[config.mk]
export PLATFORM = sky130hd
export DESIGN_NAME = ctm_timer_dev_flat
export DESIGN_NICKNAME = d
export VERILOG_FILES = /design/src/pkg/ctm_pkg.sv /design/src/pkg/ctm_link_if.sv /design/src/verilog/ctm_tick_gen.sv /design/src/verilog/ctm_timer_dev.sv /design/src/flat_wrapper.sv
export VERILOG_INCLUDE_DIRS = /design/src /design/src/pkg
export SDC_FILE = /design/constraint.sdc
export NUM_CORES = 1
export LEC_CHECK = 0
export BUFFER_PORTS_ARGS = -buffer_cell sky130_fd_sc_hd__buf_2
export CORE_UTILIZATION = 35
export CTS_BUF_LIST = sky130_fd_sc_hd__clkbuf_4
export DETAILED_ROUTE_END_ITERATION = 8
export PLACE_DENSITY = 0.63
export SLEW_MARGIN = 10
export SYNTH_ARGS = -nofsm -noshare
export SYNTH_HDL_FRONTEND = slang
export SYNTH_SLANG_ARGS = --single-unit
[constraint.sdc]
create_clock -name i_mclk -period 3.1 [get_ports i_mclk]
set_input_delay 0.62 -clock i_mclk [delete_from_list [all_inputs] [get_ports i_mclk]]
set_output_delay 0.62 -clock i_mclk [all_outputs]
set_load 0.005 [all_outputs]
[src/pkg/ctm_cfg.svh]
/*
 * Offsets, field positions, reset values and timing counts of the core timer unit.
 * Assumes it is included by its bare name wherever a constant is needed.
 */
`ifndef CTM_CFG_SVH
`define CTM_CFG_SVH

// register byte offsets, word aligned
`define CTM_ADDR_W        16
`define CTM_OFF_TIME_LO   16'h0000
`define CTM_OFF_TIME_HI   16'h0004
`define CTM_OFF_CMP_LO    16'h0008
`define CTM_OFF_CMP_HI    16'h000c
`define CTM_OFF_SRST      16'h0ff0
`define CTM_OFF_CTL       16'h0ff8
`define CTM_OFF_MSW       16'h0ffc
`define CTM_OFF_SSW       16'hd000

// control field positions
`define CTM_CTL_W         4
`define CTM_CTL_PAUSE     0
`define CTM_CTL_CLR       1
`define CTM_CTL_SRC       2
`define CTM_CTL_HALT_ON_DEBUG      3

// soft-reset key and flag position
`define CTM_SRST_KEY      32'h80000a5f
`define CTM_SRST_BIT      31

// reset values
`define CTM_CMP_RST       64'hffffffffffffffff
`define CTM_CTL_RST       4'h0

// local interrupt source numbers
`define CTM_SRC_N         19
`define CTM_SRC_SSW       1
`define CTM_SRC_MSW       3
`define CTM_SRC_TMR       7

// timing
`define CTM_CLK_NS        20
`define CTM_CORE_RST_NS   200
`define CTM_CORE_RST_CYC  ((`CTM_CORE_RST_NS + `CTM_CLK_NS - 1) / `CTM_CLK_NS)
`define CTM_AON_DIV       2
`define CTM_DIV_W         16
`define CTM_HOLD_W        16

`endif

[src/pkg/ctm_pkg.sv]
/*
 * Types of the core timer unit: state records of each module and the reset FSM states.
 * Assumes ctm_cfg.svh is on the include path.
 */
`default_nettype none
`include "ctm_cfg.svh"

package ctm_pkg;

  typedef struct packed {
    logic [63:0]            count;
    logic [63:0]            cmp;
    logic [`CTM_CTL_W-1:0]  ctl;
    logic                   msw;
    logic                   ssw;
    logic                   rst_req;
    logic                   tmr_irq;
    logic [31:0]            rdata;
    logic                   rvalid;
  } ctm_dev_state_t;

  typedef struct packed {
    logic                   sync1;
    logic                   sync2;
    logic                   sync3;
    logic [`CTM_DIV_W-1:0]  div;
    logic                   tick;
  } ctm_tick_state_t;

  typedef enum logic [2:0] {
    CTM_ST_RUN  = 3'b001,
    CTM_ST_HOLD = 3'b010,
    CTM_ST_WAIT = 3'b100
  } ctm_soc_st_t;

  typedef struct packed {
    ctm_soc_st_t             st;
    logic [`CTM_HOLD_W-1:0]  cnt;
    logic                    tmr_prev;
    logic                    tmr_pend;
    logic                    msw;
    logic                    ssw;
  } ctm_soc_state_t;

endpackage

`default_nettype wire

[src/pkg/ctm_link_if.sv]
/*
 * Link between the core timer unit and the SoC side (interrupt controller and reset logic).
 * Assumes both ends run on the same clock; the testbench instantiates it and joins the ends.
 */
`default_nettype none
`include "ctm_cfg.svh"

interface ctm_link_if;
  logic [`CTM_SRC_N-1:0] irq_src;
  logic                  sysrstreq;
  logic                  core_rst_n;
  logic                  por_rst_n;

  modport dev (
    output irq_src,
    output sysrstreq,
    input  core_rst_n,
    input  por_rst_n
  );

  modport soc (
    input  irq_src,
    input  sysrstreq,
    output core_rst_n,
    output por_rst_n
  );
endinterface

`default_nettype wire

[src/verilog/ctm_tick_gen.sv]
/*
 * Tick enable for the time counter: either a divided always-on rate or the rising edges
 * of an external toggle pin, chosen by the tick source select bit.
 * Assumes the toggle pin is asynchronous to i_mclk and toggles slower than half its rate.
 */
`default_nettype none
`include "ctm_cfg.svh"

module ctm_tick_gen
  import ctm_pkg::*;
#(
  parameter int AON_DIV = `CTM_AON_DIV
) (
  // clock and reset
  input  wire logic i_mclk,
  input  wire logic i_rst_n,
  // control
  input  wire logic i_src_aon,
  input  wire logic i_toggle_pin,
  // tick
  output logic      o_tick
);

  localparam logic [`CTM_DIV_W-1:0] DIV_LAST = `CTM_DIV_W'(AON_DIV - 1);

  generate
    if (AON_DIV < 1 || AON_DIV > (1 << `CTM_DIV_W)) begin : g_bad_div
      $error("ctm_tick_gen: AON_DIV out of range");
    end
  endgenerate

  ctm_tick_state_t q_reg;
  ctm_tick_state_t q_next;

  always_comb begin
    q_next       = q_reg;
    q_next.sync1 = i_toggle_pin;
    q_next.sync2 = q_reg.sync1;
    q_next.sync3 = q_reg.sync2;
    q_next.tick  = 1'b0;
    if (i_src_aon) begin
      if (q_reg.div == DIV_LAST) begin
        q_next.div  = '0;
        q_next.tick = 1'b1;
      end else begin
        q_next.div = q_reg.div + `CTM_DIV_W'(1);
      end
    end else begin
      q_next.div  = '0;
      // one tick per rising edge of the toggle input
      q_next.tick = q_reg.sync2 & ~q_reg.sync3;
    end
  end

  always_ff @(posedge i_mclk) begin
    if (!i_rst_n) begin
      q_reg <= '0;
    end else begin
      q_reg <= q_next;
    end
  end

  assign o_tick = q_reg.tick;

endmodule

`default_nettype wire

[src/verilog/ctm_timer_dev.sv]
/*
 * Core timer unit: 64-bit time counter and compare, control bits, machine and
 * supervisor software interrupts and a keyed soft-reset request.
 * Assumes word-aligned 32-bit register accesses on one clock, and an SoC end
 * on the link that answers the soft-reset request with the core reset.
 */
// How it works
// - timer interrupt while count exceeds 64-bit compare
// - clear-on-match zeroes count after exceeding compare
// - otherwise count keeps running; software rewrites compare
// - halt-on-debug lets debug stop-time freeze count
// - tick source: always-on rate or toggle input
// - pause bit stops the counter
// - clear-on-match gives a one-cycle interrupt pulse
// - software interrupt bit zero only, write sets/clears
// - soft-reset flag set only by exact key
// - soft-reset flag cleared only by reset
// - pending soft-reset drives active-high request output
// - SoC answers with core reset, not power-on
// - machine software source 3, supervisor software source 1, timer source 7
// - counter counts toggle-input edges from reset unless paused
// - compare halves reset to all ones
// - software uses aligned word accesses only
`default_nettype none
`include "ctm_cfg.svh"

module ctm_timer_dev
  import ctm_pkg::*;
#(
  parameter int AON_DIV = `CTM_AON_DIV
) (
  // clock and reset
  input  wire logic                   i_mclk,
  input  wire logic                   i_rst_n,
  // register port
  input  wire logic                   i_reg_wr,
  input  wire logic                   i_reg_rd,
  input  wire logic [`CTM_ADDR_W-1:0] i_reg_addr,
  input  wire logic [31:0]            i_reg_wdata,
  output logic      [31:0]            o_reg_rdata,
  output logic                        o_reg_rvalid,
  // core debug state
  input  wire logic                   i_dbg_mode,
  input  wire logic                   i_dbg_stoptime,
  // external tick toggle pin
  input  wire logic                   i_tick_toggle,
  // link to the SoC side
  ctm_link_if.dev                     link
);

  localparam ctm_dev_state_t DEV_RST = '{
    count:   64'h0,
    cmp:     `CTM_CMP_RST,
    ctl:     `CTM_CTL_RST,
    msw:     1'b0,
    ssw:     1'b0,
    rst_req: 1'b0,
    tmr_irq: 1'b0,
    rdata:   32'h0,
    rvalid:  1'b0
  };

  ctm_dev_state_t q_reg;
  ctm_dev_state_t q_next;
  logic           rst_n;
  logic           tick;
  logic           gt;
  logic           run;
  logic           halt;

  // the core reset from the SoC resets this unit too
  assign rst_n = i_rst_n & link.core_rst_n;

  ctm_tick_gen #(
    .AON_DIV (AON_DIV)
  ) u_tick (
    .i_mclk       (i_mclk),
    .i_rst_n      (rst_n),
    .i_src_aon    (q_reg.ctl[`CTM_CTL_SRC]),
    .i_toggle_pin (i_tick_toggle),
    .o_tick       (tick)
  );

  always_comb begin
    q_next        = q_reg;
    q_next.rvalid = 1'b0;
    gt   = q_reg.count > q_reg.cmp;
    halt = q_reg.ctl[`CTM_CTL_HALT_ON_DEBUG] & i_dbg_mode & i_dbg_stoptime;
    run  = tick & ~q_reg.ctl[`CTM_CTL_PAUSE] & ~halt;

    if (run) begin
      q_next.count = q_reg.count + 64'h1;
    end
    if (q_reg.ctl[`CTM_CTL_CLR] && gt) begin
      // clearing drops gt next cycle, so the interrupt is one cycle long
      q_next.count = 64'h0;
    end
    q_next.tmr_irq = gt;

    // software writes win over counting
    if (i_reg_wr) begin
      case (i_reg_addr)
        `CTM_OFF_TIME_LO: q_next.count[31:0]  = i_reg_wdata;
        `CTM_OFF_TIME_HI: q_next.count[63:32] = i_reg_wdata;
        `CTM_OFF_CMP_LO:  q_next.cmp[31:0]    = i_reg_wdata;
        `CTM_OFF_CMP_HI:  q_next.cmp[63:32]   = i_reg_wdata;
        `CTM_OFF_CTL:     q_next.ctl          = i_reg_wdata[`CTM_CTL_W-1:0];
        `CTM_OFF_MSW:     q_next.msw          = i_reg_wdata[0];
        `CTM_OFF_SSW:     q_next.ssw          = i_reg_wdata[0];
        `CTM_OFF_SRST: begin
          if (i_reg_wdata == `CTM_SRST_KEY) begin
            q_next.rst_req = 1'b1;
          end
        end
        default: ;
      endcase
    end
    // rst_req has no clearing path besides reset

    if (i_reg_rd) begin
      q_next.rvalid = 1'b1;
      case (i_reg_addr)
        `CTM_OFF_TIME_LO: q_next.rdata = q_reg.count[31:0];
        `CTM_OFF_TIME_HI: q_next.rdata = q_reg.count[63:32];
        `CTM_OFF_CMP_LO:  q_next.rdata = q_reg.cmp[31:0];
        `CTM_OFF_CMP_HI:  q_next.rdata = q_reg.cmp[63:32];
        `CTM_OFF_CTL:     q_next.rdata = {28'h0, q_reg.ctl};
        `CTM_OFF_MSW:     q_next.rdata = {31'h0, q_reg.msw};
        `CTM_OFF_SSW:     q_next.rdata = {31'h0, q_reg.ssw};
        `CTM_OFF_SRST:    q_next.rdata = {q_reg.rst_req, 31'h0};
        default:          q_next.rdata = 32'h0;
      endcase
    end
  end

  always_ff @(posedge i_mclk) begin
    if (!rst_n) begin
      q_reg <= DEV_RST;
    end else begin
      q_reg <= q_next;
    end
  end

  assign o_reg_rdata  = q_reg.rdata;
  assign o_reg_rvalid = q_reg.rvalid;

  always_comb begin
    link.irq_src                = '0;
    link.irq_src[`CTM_SRC_SSW]  = q_reg.ssw;
    link.irq_src[`CTM_SRC_MSW]  = q_reg.msw;
    link.irq_src[`CTM_SRC_TMR]  = q_reg.tmr_irq;
  end

  assign link.sysrstreq = q_reg.rst_req;

endmodule

`default_nettype wire

[src/flat_wrapper.sv]
// flat-port wrapper written by rule: the top's interface ports become plain ports
module ctm_timer_dev_flat import ctm_pkg::*;
#(
  parameter int AON_DIV = `CTM_AON_DIV
)
  (i_mclk, i_rst_n, i_reg_wr, i_reg_rd, i_reg_addr, i_reg_wdata, o_reg_rdata, o_reg_rvalid, i_dbg_mode, i_dbg_stoptime, i_tick_toggle, link_irq_src, link_sysrstreq, link_core_rst_n, link_por_rst_n);
  ctm_link_if link_i ();
  input  wire logic i_mclk;
  input  wire logic i_rst_n;
  input  wire logic i_reg_wr;
  input  wire logic i_reg_rd;
  input  wire logic [`CTM_ADDR_W-1:0] i_reg_addr;
  input  wire logic [31:0] i_reg_wdata;
  output logic      [31:0] o_reg_rdata;
  output logic o_reg_rvalid;
  input  wire logic i_dbg_mode;
  input  wire logic i_dbg_stoptime;
  input  wire logic i_tick_toggle;
  output wire logic [$bits(link_i.irq_src)-1:0] link_irq_src;
  output wire logic [$bits(link_i.sysrstreq)-1:0] link_sysrstreq;
  input wire logic [$bits(link_i.core_rst_n)-1:0] link_core_rst_n;
  input wire logic [$bits(link_i.por_rst_n)-1:0] link_por_rst_n;
  assign link_irq_src = link_i.irq_src;
  assign link_sysrstreq = link_i.sysrstreq;
  assign link_i.core_rst_n = link_core_rst_n;
  assign link_i.por_rst_n = link_por_rst_n;
  ctm_timer_dev #(.AON_DIV(AON_DIV)) u_core (.i_mclk(i_mclk), .i_rst_n(i_rst_n), .i_reg_wr(i_reg_wr), .i_reg_rd(i_reg_rd), .i_reg_addr(i_reg_addr), .i_reg_wdata(i_reg_wdata), .o_reg_rdata(o_reg_rdata), .o_reg_rvalid(o_reg_rvalid), .i_dbg_mode(i_dbg_mode), .i_dbg_stoptime(i_dbg_stoptime), .i_tick_toggle(i_tick_toggle), .link(link_i));
endmodule
Word-level counts from Yosys, hierarchy flattened
Cells that the tools add are included.
Word-level totals
  bits of input ports: 57
  flip-flop bits (word level): 189
  memory bits (writable): 0
  output and inout port bits: 53
  memories: 0
  bits in latches: 0
  bits in read-only memories: 0
Operators by class
  multiplexer cells: 16
  shifts and indexed selects: 0
  $lt $le $gt $ge: 1
  $mul: 0
  reduce and logical (&&, ||, !) cells: 9
  eq/ne operators: 9
  bitwise logic cells: 11
  $add $sub $neg: 2
  div/mod/pow operators: 0
Operator list (number)
  $pmux W32 S8: 1
  $mux W135: 1
  $mux W32: 4
  $mux W64: 2
  $add A64 B1 Y64 const B: 1
  $gt A64 B64 Y1: 1
  $eq A16 B12 Y1 const B: 3
  $eq A16 B4 Y1 const B: 2
  $eq A32 B32 Y1 const B: 1
  $add A16 B1 Y16 const B: 1
  $eq A16 B1 Y1 const B: 1
  $eq A16 B16 Y1 const B: 1
  $eq A16 B3 Y1 const B: 1
  $logic_not A16 Y1: 1
  $reduce_and A2 Y1: 5
  $mux W1: 7
  $and A1 B1 Y1: 6
  $not A1 Y1: 5
  $mux W4: 1
  $reduce_and A3 Y1: 1
  $reduce_or A3 Y1: 1
  $logic_and A1 B1 Y1: 1

Logic depth before layout (Yosys ltp)
  word-level depth: 8
  mapped depth: 10
  depth with buffers taken out: 8

Hierarchy
From an unflattened synthesis, not the netlist that was laid out.
Unflattened totals
  cell total of the unflattened synthesis: 1276
  area total of the unflattened synthesis: 10515.1 um^2
Modules (own cells, without submodules)
  ctm_timer_dev: seq. area each 3383.2 um^2, cells an instance 1182, area an instance 9616.7 um^2, instances 1
  ctm_tick_gen: seq. area each 400.4 um^2, cells an instance 94, area an instance 898.4 um^2, instances 1

Worst setup path after synthesis
Ideal clock, no wire load.
  path kind: register to register
  start: reg u_core.q_reg[152] (netlist bit)
  end: reg u_core.q_reg[162] (netlist bit)
  clock period less this slack: 2.469 ns
  slack: 0.631 ns
  required time: 2.971 ns
  library setup time: 0.129 ns
  stages on the path, launching flop included: 10
  data arrival time: 2.341 ns
  path through: dfxtp_1 ha_1 nand4_1 or4_1 nand4bb_1 a41o_1 nand4_1 buf_2 buf_2 o211ai_1
On the way
  longest elaborated chain between the ends: 5
  elaborated cells between the ends (all ways): 7
Ends and longest elaborated chain
  from (decl): line ctm_timer_dev.sv:63  | ctm_dev_state_t q_reg;
  from (signal assigned): line ctm_timer_dev.sv:140  | q_reg <= q_next;
  $add A64 B1 Y64 / $gt A64 B64 Y1 (equally long branches): line ctm_timer_dev.sv:92, ctm_timer_dev.sv:87
  $mux W64 / $logic_and A1 B1 Y1 (equally long branches): line ctm_timer_dev.sv:91, ctm_timer_dev.sv:94
  $mux W64 (*): line ctm_timer_dev.sv:94  | if (q_reg.ctl[`CTM_CTL_CLR] && gt) begin
  $mux W32: line ctm_timer_dev.sv:102  | case (i_reg_addr)
  $mux W135 (*): line ctm_timer_dev.sv:101  | if (i_reg_wr) begin
Every way passes the cells marked *; elsewhere a longest branch is shown, timed or not.
A chain may end at the register's enable or synchronous reset.

Worst setup path after layout
  start: reg u_core.q_reg[55] (netlist bit)
  end: reg u_core.q_reg, in the netlist u_core.link.irq_src[7]
On the way
  longest elaborated chain between the ends: 1
Ends and longest elaborated chain
  $gt A64 B64 Y1: line ctm_timer_dev.sv:87  | gt = q_reg.count > q_reg.cmp;
Every way passes these cells.

==> impl_metrics.tcl <==
set metrics [dict create \
    synth_adder_area_share_pct 7.153 \
    clk_pin_slew_worst_paths_ps 180 \
    arrival_ps 3430 \
    core_area_um2 32700 \
    cp_num_buf_inv 2 \
    ios 110 \
    worstMarginPinSlew_ps 693.5 \
    critPathKind "flip-flop to flip-flop" \
    die_h_um 185.0 \
    synth_seq_cells 189 \
    grt_pass1_wl_mm 55.39 \
    drive_gt1_share_pct 16.02 \
    cts_setup_buffers 0 \
    yosys.area.top_type "dfxtp_1" \
    min_period_ps 2864 \
    grt_pass1_vias 9786 \
    n_fill_cell 3363 \
    utilization_pct 39.41 \
    place_hpwl_mm 25.84 \
    portBuffers 92 \
    drt_pre_antenna_iters 7 \
    r2r-start "u_core.q_reg[55]" \
    end_kind "flip-flop" \
    finClkSkew_ps 27.10 \
    cts_inserted_buffers 17 \
    grt_max_degree 65 \
    r2r_cells 9 \
    antenna_found_initial 2 \
    setup_tns_ps 0 \
    crit_slowest_cell "nor4_1" \
    finalCritPeriodShare_pct 92.37 \
    die_area_um2 34220 \
    maxSlewViolCount 0 \
    cts_resized 0 \
    drv_cap 0 \
    cts-root-buf "clkbuf_4" \
    placed_cells 1864 \
    synth_top_area_share_pct 32.28 \
    yosys-top-cells-area "dfxtp_1 32%, ha_1 7.2%, o211ai_1 5.8%" \
    setup_viol 0 \
    postCtsHoldBufs 0 \
    wirelength_mm 35.23 \
    synth_top_family_by_area "simple AND/OR/NAND/NOR gates" \
    critPathMaxFanout 36 \
    die_w_um 185.0 \
    vias 10694 \
    yosys.area_share.simple_pct 21.75 \
    route.detailed.drc 0 \
    cts_tree "yes" \
    yosysUniqueCellTypes 61 \
    syn_inst 1402 \
    detailedPlace.worstSlack_ps 273.9 \
    finalInstanceArea_um2 12890 \
    synth-main-ff-cell "dfxtp_1" \
    min_from "i_tick_toggle" \
    cts_sinks 189 \
    maxSlewHeadroom_pct 53.37 \
    avgSynthCellArea_um2 8.359 \
    slowest_delay_ps 580 \
    yosys_warnings 0 \
    gp_congestion 0.8994 \
    clock_latency_ps 630 \
    hold_slack_ps 230.2 \
    viasPerCell 5.637 \
    async_reset_ff_share_pct 0 \
    critPathMostFrequentCell "nand4_1" \
    drtAntennaViolNets 0 \
    rsz0062_at_grt "false" \
    postPlaceCellArea_um2 12580 \
    row_count 66 \
    status "finished, final reports clean" \
    cp.depth 9 \
    synth_mux_area_share_pct 6.096 \
    final_hold_viol_count 0 \
    dr.first_iter.drc_count 787 \
    cts_buffer_depth 2 \
    worstSetupStartpoint "u_core.q_reg[55]" \
    p_per_area_nw_per_um2 319.0 \
    synth_area_um2 11720 \
    grt-ovfl-total 0 \
    largest_reg_flops 132 \
    initial_core_util_pct 35.84 \
    fin_ws_ps 236.5 \
    hold_path.class "primary input to flip-flop" \
    synth-edff-count 0 \
    ys_top_cells_by_count "189 x dfxtp_1, 179 x nand2_1, 90 x o211ai_1" \
    p_leak_nw 5.189 \
    ir_drop_v 0.0001982 \
    seq_area_frac_synth_pct 32.28 \
    hold_depth 2 \
    power_mw 4.111 \
    yosysMostFrequentCell "dfxtp_1" \
    htree_levels 4 \
    wl_per_cell_um 18.57 \
    clock.fmax_mhz 349.2 \
    cp_cell_sequence "inv_1, ha_1, nand4_1, nor4_1, o21ai_0, a41o_1, nand4_1, buf_12, o211a_1" \
    fin_nets 1565 \
    crit_family "simple AND/OR/NAND/NOR gates" \
    start_kind "flip-flop" \
    area_delta_synth_final_pct 9.950 \
    grt_usage_pct 20.80 \
    yosys.area_share.xor_xnor_pct 4.708 \
    fin_cells 1897 \
    crit_required_ps 3660 \
    synth-compound-area-share_pct 18.68 \
]
==> cells in the final DEF, fill, tap and decap left out, types with 22 or more instances in the layout <==
master      n
o211ai_1   90
buf_2      92
nor3_1     22
nand2_1   179
nand3_1    65
o21ai_0    74
nand2b_1   30
nand4_1    65
ha_1       67
dfxtp_1   189
nor2_1     40
a32oi_1    51
nor4_1     26
mux4_2     29
inv_1      84
a21oi_1    58
buf_4      51
xnor2_1    48
==> report_power, final <==
group | total [mW] | internal (mW) | switching [mW]
registers | 2.43 | 2.43 | 0.000784
logic | 0.257 | 0.0806 | 0.177
clock network | 1.42 | 0.378 | 1.04
==> metal layers <==
layer | global-route usage, % | up-vias | wire length (um)
met1 | 28.41 | 5127 | 16210
met3 | 4.660 | 42 | 2673
met4 | 5.091 | 2 | 517
li1 | - | 5161 | -
met5 | 0 | - | 13
met2 | 33.01 | 362 | 15820
==> final cells by class <==
class	count	area [um^2]	area share, %
clock inverter	15	171.4	1.330
clock buffer	17	127.6	0.9904
inverter	84	315.3	2.447
timing repair buffer	150	983.4	7.632
antenna	1	2.502	0.01942
multi-input combinational	999	6949	53.93
tap	442	553.0	4.292
sequential	189	3784	29.36
==> worst paths after layout <==
check / to / slack [ps]
max: u_core.link.irq_src[7] / 240
min: u_core.u_tick.q_next[18] / 230
max reg2reg: u_core.link.irq_src[7] / 240
min reg2reg: u_core.o_reg_rdata[19] / 480
==> cell families after synthesis <==
group | count (synthesis)
AOI/OAI and AO/OA | 324
xor gates and xnor gates | 63
adders and majority gates | 67
buffers and inverters | 229
DFF | 189
muxes | 35
other | 1
and+or+nand+nor | 494
Note: power is estimated with default switching activity, not from simulation.
